[config.mk]
export PLATFORM = sky130hd
export DESIGN_NAME = sfa_dev_end_flat
export DESIGN_NICKNAME = d
export VERILOG_FILES = /design/src/common/sfa_pkg.sv /design/src/common/sfa_link_if.sv /design/src/rtl/sfa_dev_end.sv /design/src/flat_wrapper.sv
export SDC_FILE = /design/constraint.sdc
export NUM_CORES = 1
export LEC_CHECK = 0
export BUFFER_PORTS_ARGS = -buffer_cell sky130_fd_sc_hd__buf_4
export CORE_AREA = 5 5 184 186
export CTS_BUF_LIST = sky130_fd_sc_hd__clkbuf_16
export CTS_CLUSTER_DIAMETER = 150
export DETAILED_ROUTE_END_ITERATION = 10
export DIE_AREA = 0 0 189 191
export PLACE_DENSITY = 0.59
export SLEW_MARGIN = 25
export SYNTH_ARGS = -nofsm -noshare
export SYNTH_HDL_FRONTEND = slang
export SYNTH_SLANG_ARGS = --single-unit
[constraint.sdc]
create_clock -name clk -period 2.3 [get_ports clk]
set_input_delay 0.345 -clock clk [delete_from_list [all_inputs] [get_ports clk]]
set_output_delay 0.345 -clock clk [all_outputs]
set_load 0.01 [all_outputs]
[src/common/sfa_pkg.sv]
package sfa_pkg;
  // Array geometry: 27 address bits cover the 1Gb array
  localparam int ARR_AW = 27;
  localparam int SEG_LSB = 24;
  localparam int SEG_W = 3;
  localparam int SEC_LSB = 12;
  localparam int B32_LSB = 16 - 1;
  localparam int B64_LSB = 16;
  localparam int SEC_W = ARR_AW - SEC_LSB;
  localparam int B32_W = ARR_AW - B32_LSB;
  localparam int B64_W = ARR_AW - B64_LSB;
  localparam logic [7:0] UAB_RST = 8'h00;
  localparam logic [7:0] UAB_MASK = 8'h07;
  localparam int ST_WIP = 0;
  localparam int ST_WEL = 1;
  localparam int ST_KEEP_LSB = 2;
  // Instruction codes
  localparam logic [7:0] CMD_READ3 = 8'h03;
  localparam logic [7:0] CMD_READ4 = 8'h13;
  localparam logic [7:0] CMD_PW3 = 8'h02;
  localparam logic [7:0] CMD_PW4 = 8'h12;
  localparam logic [7:0] CMD_SMALL3 = 8'h20;
  localparam logic [7:0] CMD_SMALL4 = 8'h21;
  localparam logic [7:0] CMD_MID3 = 8'h52;
  localparam logic [7:0] CMD_MID4 = 8'h5C;
  localparam logic [7:0] CMD_LARGE3 = 8'hD8;
  localparam logic [7:0] CMD_LARGE4 = 8'hDC;
  localparam logic [7:0] CMD_FULL = 8'h60;
  localparam logic [7:0] CMD_WR_EN = 8'h06;
  localparam logic [7:0] CMD_WR_DIS = 8'h04;
  localparam logic [7:0] CMD_STAT_FETCH = 8'h05;
  localparam logic [7:0] CMD_STAT_STORE = 8'h01;
  localparam logic [7:0] CMD_WIDE_ON = 8'hB7;
  localparam logic [7:0] CMD_WIDE_OFF = 8'hE9;
  localparam logic [7:0] CMD_UAB_WR = 8'hC5;
  localparam logic [7:0] CMD_UAB_RD = 8'hC8;
  // Link timing
  localparam int CLK_NS = 40;
  localparam int SCK_PERIOD_NS = 320;
  localparam int SCK_HALF_CYC = SCK_PERIOD_NS / (2 * CLK_NS);
  typedef enum logic [2:0] {
    OP_NONE = 3'b000,
    OP_PROG = 3'b001,
    OP_PROG_DROP = 3'b010,
    OP_SMALL_WIPE = 3'b011,
    OP_MID_WIPE = 3'b100,
    OP_LARGE_WIPE = 3'b101,
    OP_FULL_WIPE = 3'b110,
    OP_STATUS_STORE = 3'b111
  } sfa_op_e;
  typedef enum logic [2:0] {
    D_CMD = 3'b000,
    D_ADDR = 3'b001,
    D_DIN = 3'b010,
    D_DOUT = 3'b011,
    D_IGNORE = 3'b100
  } sfa_dst_e;
  typedef enum logic [2:0] {
    H_IDLE = 3'b000,
    H_LOW = 3'b001,
    H_HIGH = 3'b010,
    H_END = 3'b011,
    H_REST = 3'b100
  } sfa_hst_e;
endpackage

[src/common/sfa_link_if.sv]
`timescale 1ns/1ps
`default_nettype none
interface sfa_link_if;
  logic cs_n;
  logic sclk;
  logic mosi;
  logic miso;
  logic miso_oe;
  logic so_level;
  // Released output line is pulled high
  assign so_level = miso_oe ? miso : 1'b1;
  modport dev (input cs_n, input sclk, input mosi, output miso, output miso_oe);
  modport host (output cs_n, output sclk, output mosi, input so_level);
endinterface
`default_nettype wire

[src/rtl/sfa_dev_end.sv]
// Decided for this implementation: strobed register access and the placing of the registers.
`timescale 1ns/1ps
`default_nettype none
// What this block does
// - Array is 2048 64K-byte blocks
// - Host should poll status before commands
// - Unknown opcode: release output, ignore until reselect
// - Known opcode: active until chip select rises; a read while busy drops it after the address
// - Sample on rising, launch on falling, modes 0/3
// - Reads stream out; deselect anytime is fine
// - Write-type needs deselect on byte boundary
// - Array access ignored while busy
// - Wide-on sets flag; 32-bit addresses then
// - Wide-off clears flag; back to 3 bytes
// - Dedicated 4-byte opcodes always take 32 bits
// - Wide mode ignores the upper address byte
// - 8-bit upper byte supplies address bits 31..24
// - Top five bits read zero; resets zero
// - Low three bits pick 128Mb segment
// - Stream read crosses segments, byte unchanged
// - Random reads start inside selected segment
// - Full wipe ignores segment selection
// - Erase and program stay inside segment
module sfa_dev_end (
  input wire logic clk, // System clock
  input wire logic sys_rst, // Synchronous reset, high
  input wire logic clk_en, // Freezes all state when low
  sfa_link_if.dev link, // Serial link, device end
  input wire logic array_busy, // Array operation in progress
  input wire logic [7:0] rd_data, // Array byte, cycle after rd_req
  output logic rd_req, // Array byte fetch, pulse
  output logic [sfa_pkg::ARR_AW-1:0] rd_addr, // Fetch address
  output logic wr_valid, // Program data byte, pulse
  output logic [sfa_pkg::ARR_AW-1:0] wr_addr, // Program byte address
  output logic [7:0] wr_data, // Program byte
  output logic op_valid, // Operation issue, pulse
  output sfa_pkg::sfa_op_e op_kind, // Issued operation
  output logic [sfa_pkg::ARR_AW-1:0] op_addr, // Operation start address
  output logic [sfa_pkg::SEC_W-1:0] op_sector, // Sector index
  output logic [sfa_pkg::B32_W-1:0] op_blk32, // 32K block index
  output logic [sfa_pkg::B64_W-1:0] op_blk64, // 64K block index
  output logic wide_addr_flag, // 4-byte address mode
  output logic [7:0] upper_addr_byte, // Upper address byte
  output logic [7:0] status_out, // Status register image
  output logic active // Valid instruction in progress
);
  import sfa_pkg::*;

  logic [2:0] s0;
  logic [2:0] s1;
  logic [2:0] s1_d;
  logic [2:0] bit_cnt;
  logic [2:0] ocnt;
  logic [1:0] addr_cnt;
  logic [7:0] in_sh;
  logic [7:0] opcode;
  logic [7:0] pend;
  logic [7:0] out_sh;
  logic [7:0] pre;
  logic [31:0] addr;
  logic [ARR_AW-1:0] eff_addr;
  logic [ARR_AW-1:0] start_addr;
  logic [5:0] stat_keep;
  logic addr_wide;
  logic got_data;
  logic wel;
  logic out_ok;
  logic first;
  logic rd_wait;
  sfa_dst_e state;

  wire cs_lo = ~s1[2];
  wire sck = s1[1];
  wire din = s1[0];
  wire sck_rise = sck & ~s1_d[1];
  wire sck_fall = ~sck & s1_d[1];
  wire cs_rise = s1[2] & ~s1_d[2];
  wire [7:0] next_in = {in_sh[6:0], din};
  wire byte_end = cs_lo & sck_rise & (bit_cnt == 3'd7);
  wire [7:0] code = (state == D_CMD) ? next_in : opcode;

  wire c_rd3 = code == CMD_READ3;
  wire c_rd4 = code == CMD_READ4;
  wire c_pw3 = code == CMD_PW3;
  wire c_pw4 = code == CMD_PW4;
  wire c_sm3 = code == CMD_SMALL3;
  wire c_sm4 = code == CMD_SMALL4;
  wire c_md3 = code == CMD_MID3;
  wire c_md4 = code == CMD_MID4;
  wire c_lg3 = code == CMD_LARGE3;
  wire c_lg4 = code == CMD_LARGE4;
  wire c_full = code == CMD_FULL;
  wire c_wr_en = code == CMD_WR_EN;
  wire c_wr_dis = code == CMD_WR_DIS;
  wire c_rd_stat = code == CMD_STAT_FETCH;
  wire c_stat_st = code == CMD_STAT_STORE;
  wire c_wide_on = code == CMD_WIDE_ON;
  wire c_wide_off = code == CMD_WIDE_OFF;
  wire c_uab_wr = code == CMD_UAB_WR;
  wire c_uab_rd = code == CMD_UAB_RD;
  wire c_rd = c_rd3 | c_rd4;
  wire c_pw = c_pw3 | c_pw4;
  wire c_small = c_sm3 | c_sm4;
  wire c_mid = c_md3 | c_md4;
  wire c_large = c_lg3 | c_lg4;
  wire c_erase = c_small | c_mid | c_large;
  wire c_4b = c_rd4 | c_pw4 | c_sm4 | c_md4 | c_lg4;
  wire c_addr = c_rd | c_pw | c_erase;
  wire c_known = c_addr | c_full | c_wr_en | c_wr_dis | c_rd_stat | c_stat_st
               | c_wide_on | c_wide_off | c_uab_wr | c_uab_rd;

  wire addr_last = addr_cnt == (addr_wide ? 2'd3 : 2'd2);
  wire [31:0] addr_full = {addr[23:0], next_in};
  // wide address bypasses the upper byte
  // segment bits placed over 24 address bits
  wire [ARR_AW-1:0] eff_new = addr_wide ? addr_full[ARR_AW-1:0]
                            : {upper_addr_byte[SEG_W-1:0], addr_full[SEG_LSB-1:0]};
  wire addr_end = byte_end & (state == D_ADDR) & addr_last;
  wire start_rd = addr_end & c_rd & ~array_busy;
  wire start_reg = byte_end & (state == D_CMD) & (c_rd_stat | c_uab_rd);
  wire [7:0] status_val = {stat_keep, wel, array_busy};
  // unused upper bits read as zero
  wire [7:0] uab_val = upper_addr_byte & UAB_MASK;
  wire [7:0] reload = c_rd ? pre : (c_rd_stat ? status_val : uab_val);
  wire may_write = wel & ~array_busy;
  wire pw_ok = byte_end & (state == D_DIN) & c_pw & may_write;
  // execute only on a byte boundary
  wire frame_ok = cs_rise & (state == D_DIN) & (bit_cnt == 3'd0);
  wire exec = frame_ok & may_write & (c_erase | c_full | ((c_pw | c_stat_st) & got_data));
  wire drop = cs_rise & (state == D_DIN) & c_pw & got_data & wel & (bit_cnt != 3'd0);
  wire sfa_dst_e st_cmd = ~c_known ? D_IGNORE
                        : c_addr ? D_ADDR
                        : (c_rd_stat | c_uab_rd) ? D_DOUT : D_DIN;
  wire sfa_dst_e st_addr = ~c_rd ? D_DIN : (array_busy ? D_IGNORE : D_DOUT);
  wire sfa_op_e exec_kind = c_pw ? OP_PROG
                          : c_small ? OP_SMALL_WIPE
                          : c_mid ? OP_MID_WIPE
                          : c_large ? OP_LARGE_WIPE
                          : c_full ? OP_FULL_WIPE : OP_STATUS_STORE;
  wire [ARR_AW-1:0] op_a = c_full ? '0 : start_addr;

  // Pins come from the host's domain
  always_ff @(posedge clk) begin
    if (sys_rst) begin
      s0 <= 3'b100;
      s1 <= 3'b100;
      s1_d <= 3'b100;
    end else if (clk_en) begin
      s0 <= {link.cs_n, link.sclk, link.mosi};
      s1 <= s0;
      s1_d <= s1;
    end
  end

  // input bits taken on rising edges
  always_ff @(posedge clk) begin
    if (sys_rst) begin
      state <= D_CMD;
      bit_cnt <= 3'd0;
      addr_cnt <= 2'd0;
      in_sh <= 8'h00;
      opcode <= 8'h00;
      addr <= 32'h0;
      addr_wide <= 1'b0;
      got_data <= 1'b0;
      pend <= 8'h00;
      eff_addr <= '0;
      start_addr <= '0;
      wr_valid <= 1'b0;
      wr_addr <= '0;
      wr_data <= 8'h00;
      active <= 1'b0;
    end else if (clk_en) begin
      wr_valid <= 1'b0;
      active <= cs_lo & (state != D_CMD) & (state != D_IGNORE);
      if (!cs_lo) begin
        state <= D_CMD;
        bit_cnt <= 3'd0;
        addr_cnt <= 2'd0;
        got_data <= 1'b0;
      end else if (sck_rise) begin
        in_sh <= next_in;
        bit_cnt <= bit_cnt + 3'd1;
        if (byte_end) begin
          unique case (state)
            D_CMD: begin
              opcode <= next_in;
              // flag stretches addresses to 32 bits
              addr_wide <= c_4b | wide_addr_flag;
              state <= st_cmd;
            end
            D_ADDR: begin
              addr <= addr_full;
              addr_cnt <= addr_cnt + 2'd1;
              if (addr_last) begin
                eff_addr <= eff_new;
                start_addr <= eff_new;
                state <= st_addr;
              end
            end
            D_DIN: begin
              got_data <= 1'b1;
              if (!got_data) begin
                pend <= next_in;
              end
              if (pw_ok) begin
                wr_valid <= 1'b1;
                wr_data <= next_in;
                wr_addr <= eff_addr;
                eff_addr <= {eff_addr[ARR_AW-1:SEG_LSB], eff_addr[SEG_LSB-1:0] + 1'b1};
              end
            end
            D_DOUT: begin
            end
            D_IGNORE: begin
            end
          endcase
        end
      end
    end
  end

  always_ff @(posedge clk) begin
    if (sys_rst) begin
      wel <= 1'b0;
      wide_addr_flag <= 1'b0;
      upper_addr_byte <= UAB_RST;
      stat_keep <= 6'h00;
      status_out <= 8'h00;
      op_valid <= 1'b0;
      op_kind <= OP_NONE;
      op_addr <= '0;
      op_sector <= '0;
      op_blk32 <= '0;
      op_blk64 <= '0;
    end else if (clk_en) begin
      op_valid <= 1'b0;
      status_out <= status_val;
      if (frame_ok & c_wr_en) begin
        wel <= 1'b1;
      end else if ((frame_ok & c_wr_dis) | exec) begin
        wel <= 1'b0;
      end
      if (frame_ok & c_wide_on) begin
        wide_addr_flag <= 1'b1;
      end else if (frame_ok & c_wide_off) begin
        wide_addr_flag <= 1'b0;
      end
      // store upper byte, top bits zero
      if (frame_ok & c_uab_wr & got_data) begin
        upper_addr_byte <= pend & UAB_MASK;
      end
      if (exec & c_stat_st) begin
        stat_keep <= pend[7:ST_KEEP_LSB];
      end
      if (exec | drop) begin
        op_valid <= 1'b1;
        op_kind <= drop ? OP_PROG_DROP : exec_kind;
        op_addr <= op_a;
        op_sector <= op_a[ARR_AW-1:SEC_LSB];
        op_blk32 <= op_a[ARR_AW-1:B32_LSB];
        op_blk64 <= op_a[ARR_AW-1:B64_LSB];
      end
    end
  end

  // Output byte is fetched ahead so a launch never waits on the array
  always_ff @(posedge clk) begin
    if (sys_rst) begin
      rd_req <= 1'b0;
      rd_addr <= '0;
      rd_wait <= 1'b0;
      first <= 1'b0;
      out_ok <= 1'b0;
      out_sh <= 8'h00;
      pre <= 8'h00;
      ocnt <= 3'd0;
      link.miso <= 1'b0;
      link.miso_oe <= 1'b0;
    end else if (clk_en) begin
      rd_req <= 1'b0;
      rd_wait <= rd_req;
      if (!cs_lo) begin
        link.miso_oe <= 1'b0;
        out_ok <= 1'b0;
        first <= 1'b0;
        ocnt <= 3'd0;
      end else begin
        if (start_rd) begin
          rd_req <= 1'b1;
          rd_addr <= eff_new;
          first <= 1'b1;
        end
        if (start_reg) begin
          out_sh <= c_rd_stat ? status_val : uab_val;
          out_ok <= 1'b1;
        end
        if (rd_wait) begin
          if (first) begin
            out_sh <= rd_data;
            out_ok <= 1'b1;
            first <= 1'b0;
            rd_req <= 1'b1;
            rd_addr <= rd_addr + 1'b1;
          end else begin
            pre <= rd_data;
          end
        end
        if (sck_fall & (state == D_DOUT) & out_ok) begin
          link.miso <= out_sh[7];
          link.miso_oe <= 1'b1;
          ocnt <= ocnt + 3'd1;
          if (ocnt == 3'd7) begin
            out_sh <= reload;
            if (c_rd) begin
              rd_req <= 1'b1;
              rd_addr <= rd_addr + 1'b1;
            end
          end else begin
            out_sh <= {out_sh[6:0], 1'b0};
          end
        end
      end
    end
  end
endmodule
`default_nettype wire

[src/flat_wrapper.sv]
// flat-port wrapper written by rule: the top's interface ports become plain ports
module sfa_dev_end_flat import sfa_pkg::*;
  (clk, sys_rst, clk_en, array_busy, rd_data, rd_req, rd_addr, wr_valid, wr_addr, wr_data, op_valid, op_kind, op_addr, op_sector, op_blk32, op_blk64, wide_addr_flag, upper_addr_byte, status_out, active, link_cs_n, link_sclk, link_mosi, link_miso, link_miso_oe);
  sfa_link_if link_i ();
  input wire logic clk;
  input wire logic sys_rst;
  input wire logic clk_en;
  input wire logic array_busy;
  input wire logic [7:0] rd_data;
  output logic rd_req;
  output logic [sfa_pkg::ARR_AW-1:0] rd_addr;
  output logic wr_valid;
  output logic [sfa_pkg::ARR_AW-1:0] wr_addr;
  output logic [7:0] wr_data;
  output logic op_valid;
  output sfa_pkg::sfa_op_e op_kind;
  output logic [sfa_pkg::ARR_AW-1:0] op_addr;
  output logic [sfa_pkg::SEC_W-1:0] op_sector;
  output logic [sfa_pkg::B32_W-1:0] op_blk32;
  output logic [sfa_pkg::B64_W-1:0] op_blk64;
  output logic wide_addr_flag;
  output logic [7:0] upper_addr_byte;
  output logic [7:0] status_out;
  output logic active;
  input wire logic [$bits(link_i.cs_n)-1:0] link_cs_n;
  input wire logic [$bits(link_i.sclk)-1:0] link_sclk;
  input wire logic [$bits(link_i.mosi)-1:0] link_mosi;
  output wire logic [$bits(link_i.miso)-1:0] link_miso;
  output wire logic [$bits(link_i.miso_oe)-1:0] link_miso_oe;
  assign link_i.cs_n = link_cs_n;
  assign link_i.sclk = link_sclk;
  assign link_i.mosi = link_mosi;
  assign link_miso = link_i.miso;
  assign link_miso_oe = link_i.miso_oe;
  sfa_dev_end u_core (.clk(clk), .sys_rst(sys_rst), .clk_en(clk_en), .link(link_i), .array_busy(array_busy), .rd_data(rd_data), .rd_req(rd_req), .rd_addr(rd_addr), .wr_valid(wr_valid), .wr_addr(wr_addr), .wr_data(wr_data), .op_valid(op_valid), .op_kind(op_kind), .op_addr(op_addr), .op_sector(op_sector), .op_blk32(op_blk32), .op_blk64(op_blk64), .wide_addr_flag(wide_addr_flag), .upper_addr_byte(upper_addr_byte), .status_out(status_out), .active(active));
endmodule
==> results.sh <==
export IMPL_drtIter0Drc=1335
export IMPL_power_density_mw_per_mm2=504
export IMPL_grt_overflow=0
export IMPL_dp_cells=2152
export IMPL_max_slew_margin_pct=56.9
export IMPL_dpl_hpwl_mm=30.5
export IMPL_fin_cells=2260
export IMPL_crit_fanout=5
export IMPL_netlist_top_cells_count="nand2_1, dfxtp_1, a21oi_1"
export IMPL_fin_util_pct=55.1
export IMPL_setup_viol=128
export IMPL_fp_row_count=66
export IMPL_drive_gt1_share_pct=35.4
export IMPL_ys_warn_count=0
export IMPL_antenna_found_initial=0
export IMPL_numCtsBuffers=28
export IMPL_fillers=2874
export IMPL_wl_mm=45.7
export IMPL_htree_levels=1
export IMPL_clk_pin_slew_worst_paths_ns=0.06
export IMPL_fin_crit_sh_pct=109
export IMPL_path_class="reg2reg"
export IMPL_crit_top_cell="buf_6"
export IMPL_start_util_pct=39.1
export IMPL_grt_max_degree=55
export IMPL_crit_chain="or4_4 -> or4_4 -> buf_6 -> a21oi_4 -> buf_6 -> buf_6 -> o2111ai_4 -> a21oi_2 -> o221a_2"
export IMPL_vias_per_cell=5.76
export IMPL_cts_tree="built"
export IMPL_core_mm2=0.0321
export IMPL_grt_pass1_wl_mm=68.3
export IMPL_insertion_delay_ns=0.55
export IMPL_cp_slowest_cell="or4_4"
export IMPL_final_nets=1855
export IMPL_num_vias=13000
export IMPL_rsz0062_at_grt="true"
export IMPL_arrival_ns=3.02
export IMPL_min_path_cells=3
export IMPL_drc=0
export IMPL_grt_usage_pct=23.0
export IMPL_syn_instance_count=1560
export IMPL_clockBufferDepth=3
export IMPL_setup_slack_ns=-0.217
export IMPL_synth_top_cell_by_area="dfxtp_1"
export IMPL_die_area_mm2=0.0361
export IMPL_postSynth_asyncResetShare_pct=0
export IMPL_hold_worst_slack_ns=0.0209
export IMPL_area_growth_pct=41.1
export IMPL_fmaxAchievable_mhz=397
export IMPL_drt_pass1_iterations=8
export IMPL_antenna_cells=0
export IMPL_end_kind="flip-flop"
export IMPL_reg2reg_depth=9
export IMPL_worst_ep_required_time_ns=2.80
export IMPL_slowest_delay_ns=0.57
export IMPL_grt_pass1_vias=12000
export IMPL_drv_cap=0
export IMPL_io_pins=168
export IMPL_dieHeight_um=191
export IMPL_synth_avg_cell_area_um2=8.05
export IMPL_finClkSkew_ns=0.0114
export IMPL_power_total_mw=8.93
export IMPL_yosysMostFrequentCell="nand2_1"
export IMPL_r2r_setup_slack_ns=-0.22
export IMPL_ant_nets=0
export IMPL_place_congestion=0.928
export IMPL_tightestPinTransition_ns=0.642
export IMPL_yosysSeqAreaShare_pct=40.4
export IMPL_hold_buffers=0
export IMPL_slew_violations=0
export IMPL_hold_class="in2reg"
export IMPL_syn_area_mm2=0.0126
export IMPL_cts_root_buffer="clkbuf_16"
export IMPL_synth_enable_flop_cells=0
export IMPL_cts_sinks=253
export IMPL_synth_cell_types=81
export IMPL_p_leak_nw=6.70
export IMPL_dieWidth_um=189
export IMPL_start_kind="flip-flop"
export IMPL_violations="setup timing"
export IMPL_wire_per_inst_um=20.2
export IMPL_portBuffers=162
export IMPL_finalHoldViolCount=0
export IMPL_setup_tns_ns=-10.90
export IMPL_ir_worst_vdd_v=0.000511
export IMPL_synth_seq_cells=253
export IMPL_fin_crit_ns=2.52
export IMPL_synth_top_cell_area_share_pct=40.4
export IMPL_synthFlopType="dfxtp_1"
export IMPL_synth_area_leaders="dfxtp_1, nand2_1, mux2i_1, a21oi_1, nor2_1"
export IMPL_status="finished, violations left"
-- power breakdown --
| group | switching [mW] | leakage [nW] | internal, mW |
|---|---|---|---|
| clock | 1.86 | 0.438 | 2.42 |
| combinational | 0.178 | 4.22 | 0.0779 |
| sequential | 0.00613 | 2.04 | 4.39 |
-- stage by stage --
stage	worst slack, ns	instance area, µm²
2_1_floorplan	-0.0574	12700
3_3_place_gp	-0.193	15100
3_5_place_dp	-0.211	15100
4_1_cts	-0.183	16700
5_1_grt	-0.254	17700
6_report	-0.217	17700
-- cell type report --
type	count	area, µm²	share of cell area, %
tap	408	510	2.88
multi-input combinational	1120	7640	43.2
timing repair buffer	409	3550	20.0
inverter	21	78.8	0.445
clock inverter	21	154	0.869
sequential	253	5070	28.6
clock buffer	28	701	3.96
-- cells by family after synthesis --
group	share of synthesized area [%]
simple gates	22.1
compound gates	21.7
flops	40.4
buf+inv	7.51
mux	7.31
fa+ha+maj	0.698
xor+xnor	0.349
other cells	0.0299
-- registers in the layout, summed over array words and instances (netlist names), 10 cells and up --
signal / flops
u_core.addr: 19
u_core.eff_addr: 27
u_core.op_addr: 12
u_core.op_blk64: 10
u_core.rd_addr: 27
u_core.start_addr: 27
u_core.wr_addr: 27
-- critical path: cells and delay by family (launching register included) --
kind                   cells  cell delay, ns
buffers and inverters      3            0.44
and+or+nand+nor            2            1.06
AOI/OAI and AO/OA          4            0.67
DFF                        1            0.32
-- timing repair --
| action | 4_1_cts | 5_1_grt |
|---|---|---|
| buffers inserted | 25 | 25 |
| gates resized for setup | 106 | 174 |
| cloned | 4 | 9 |
| setup endpoints to repair | 135 | 160 |
| pin swaps | 50 | 91 |
-- per-layer routing --
layer,GRT usage (%),part of all wire (%),wire [µm]
met5,0,0,0
met1,33.7,46,20900
met2,36.6,46,20800
met4,4.62,1.7,766
met3,2.99,7.0,3220
-- placed cells by master, fill, tap and decap left out, types with 29 or more instances in the layout --
cell type / n
mux2i_1: 81
buf_4: 341
dfxtp_1: 247
a21oi_1: 119
nand3_1: 31
a21oi_2: 38
nor2_1: 93
clkbuf_16: 32
o21ai_0: 29
nand2_1: 286
buf_6: 42
-- final timing paths --
check	startpoint	endpoint
worst max-delay path	u_core.in_sh[4]	u_core.rd_addr[4]
worst min-delay path	link_cs_n	u_core.s0[2]
worst max register to register	u_core.in_sh[4]	u_core.rd_addr[4]
worst min register to register	u_core.wr_data[2]	u_core.wr_data[2]
(Power assumes the default switching activity.)
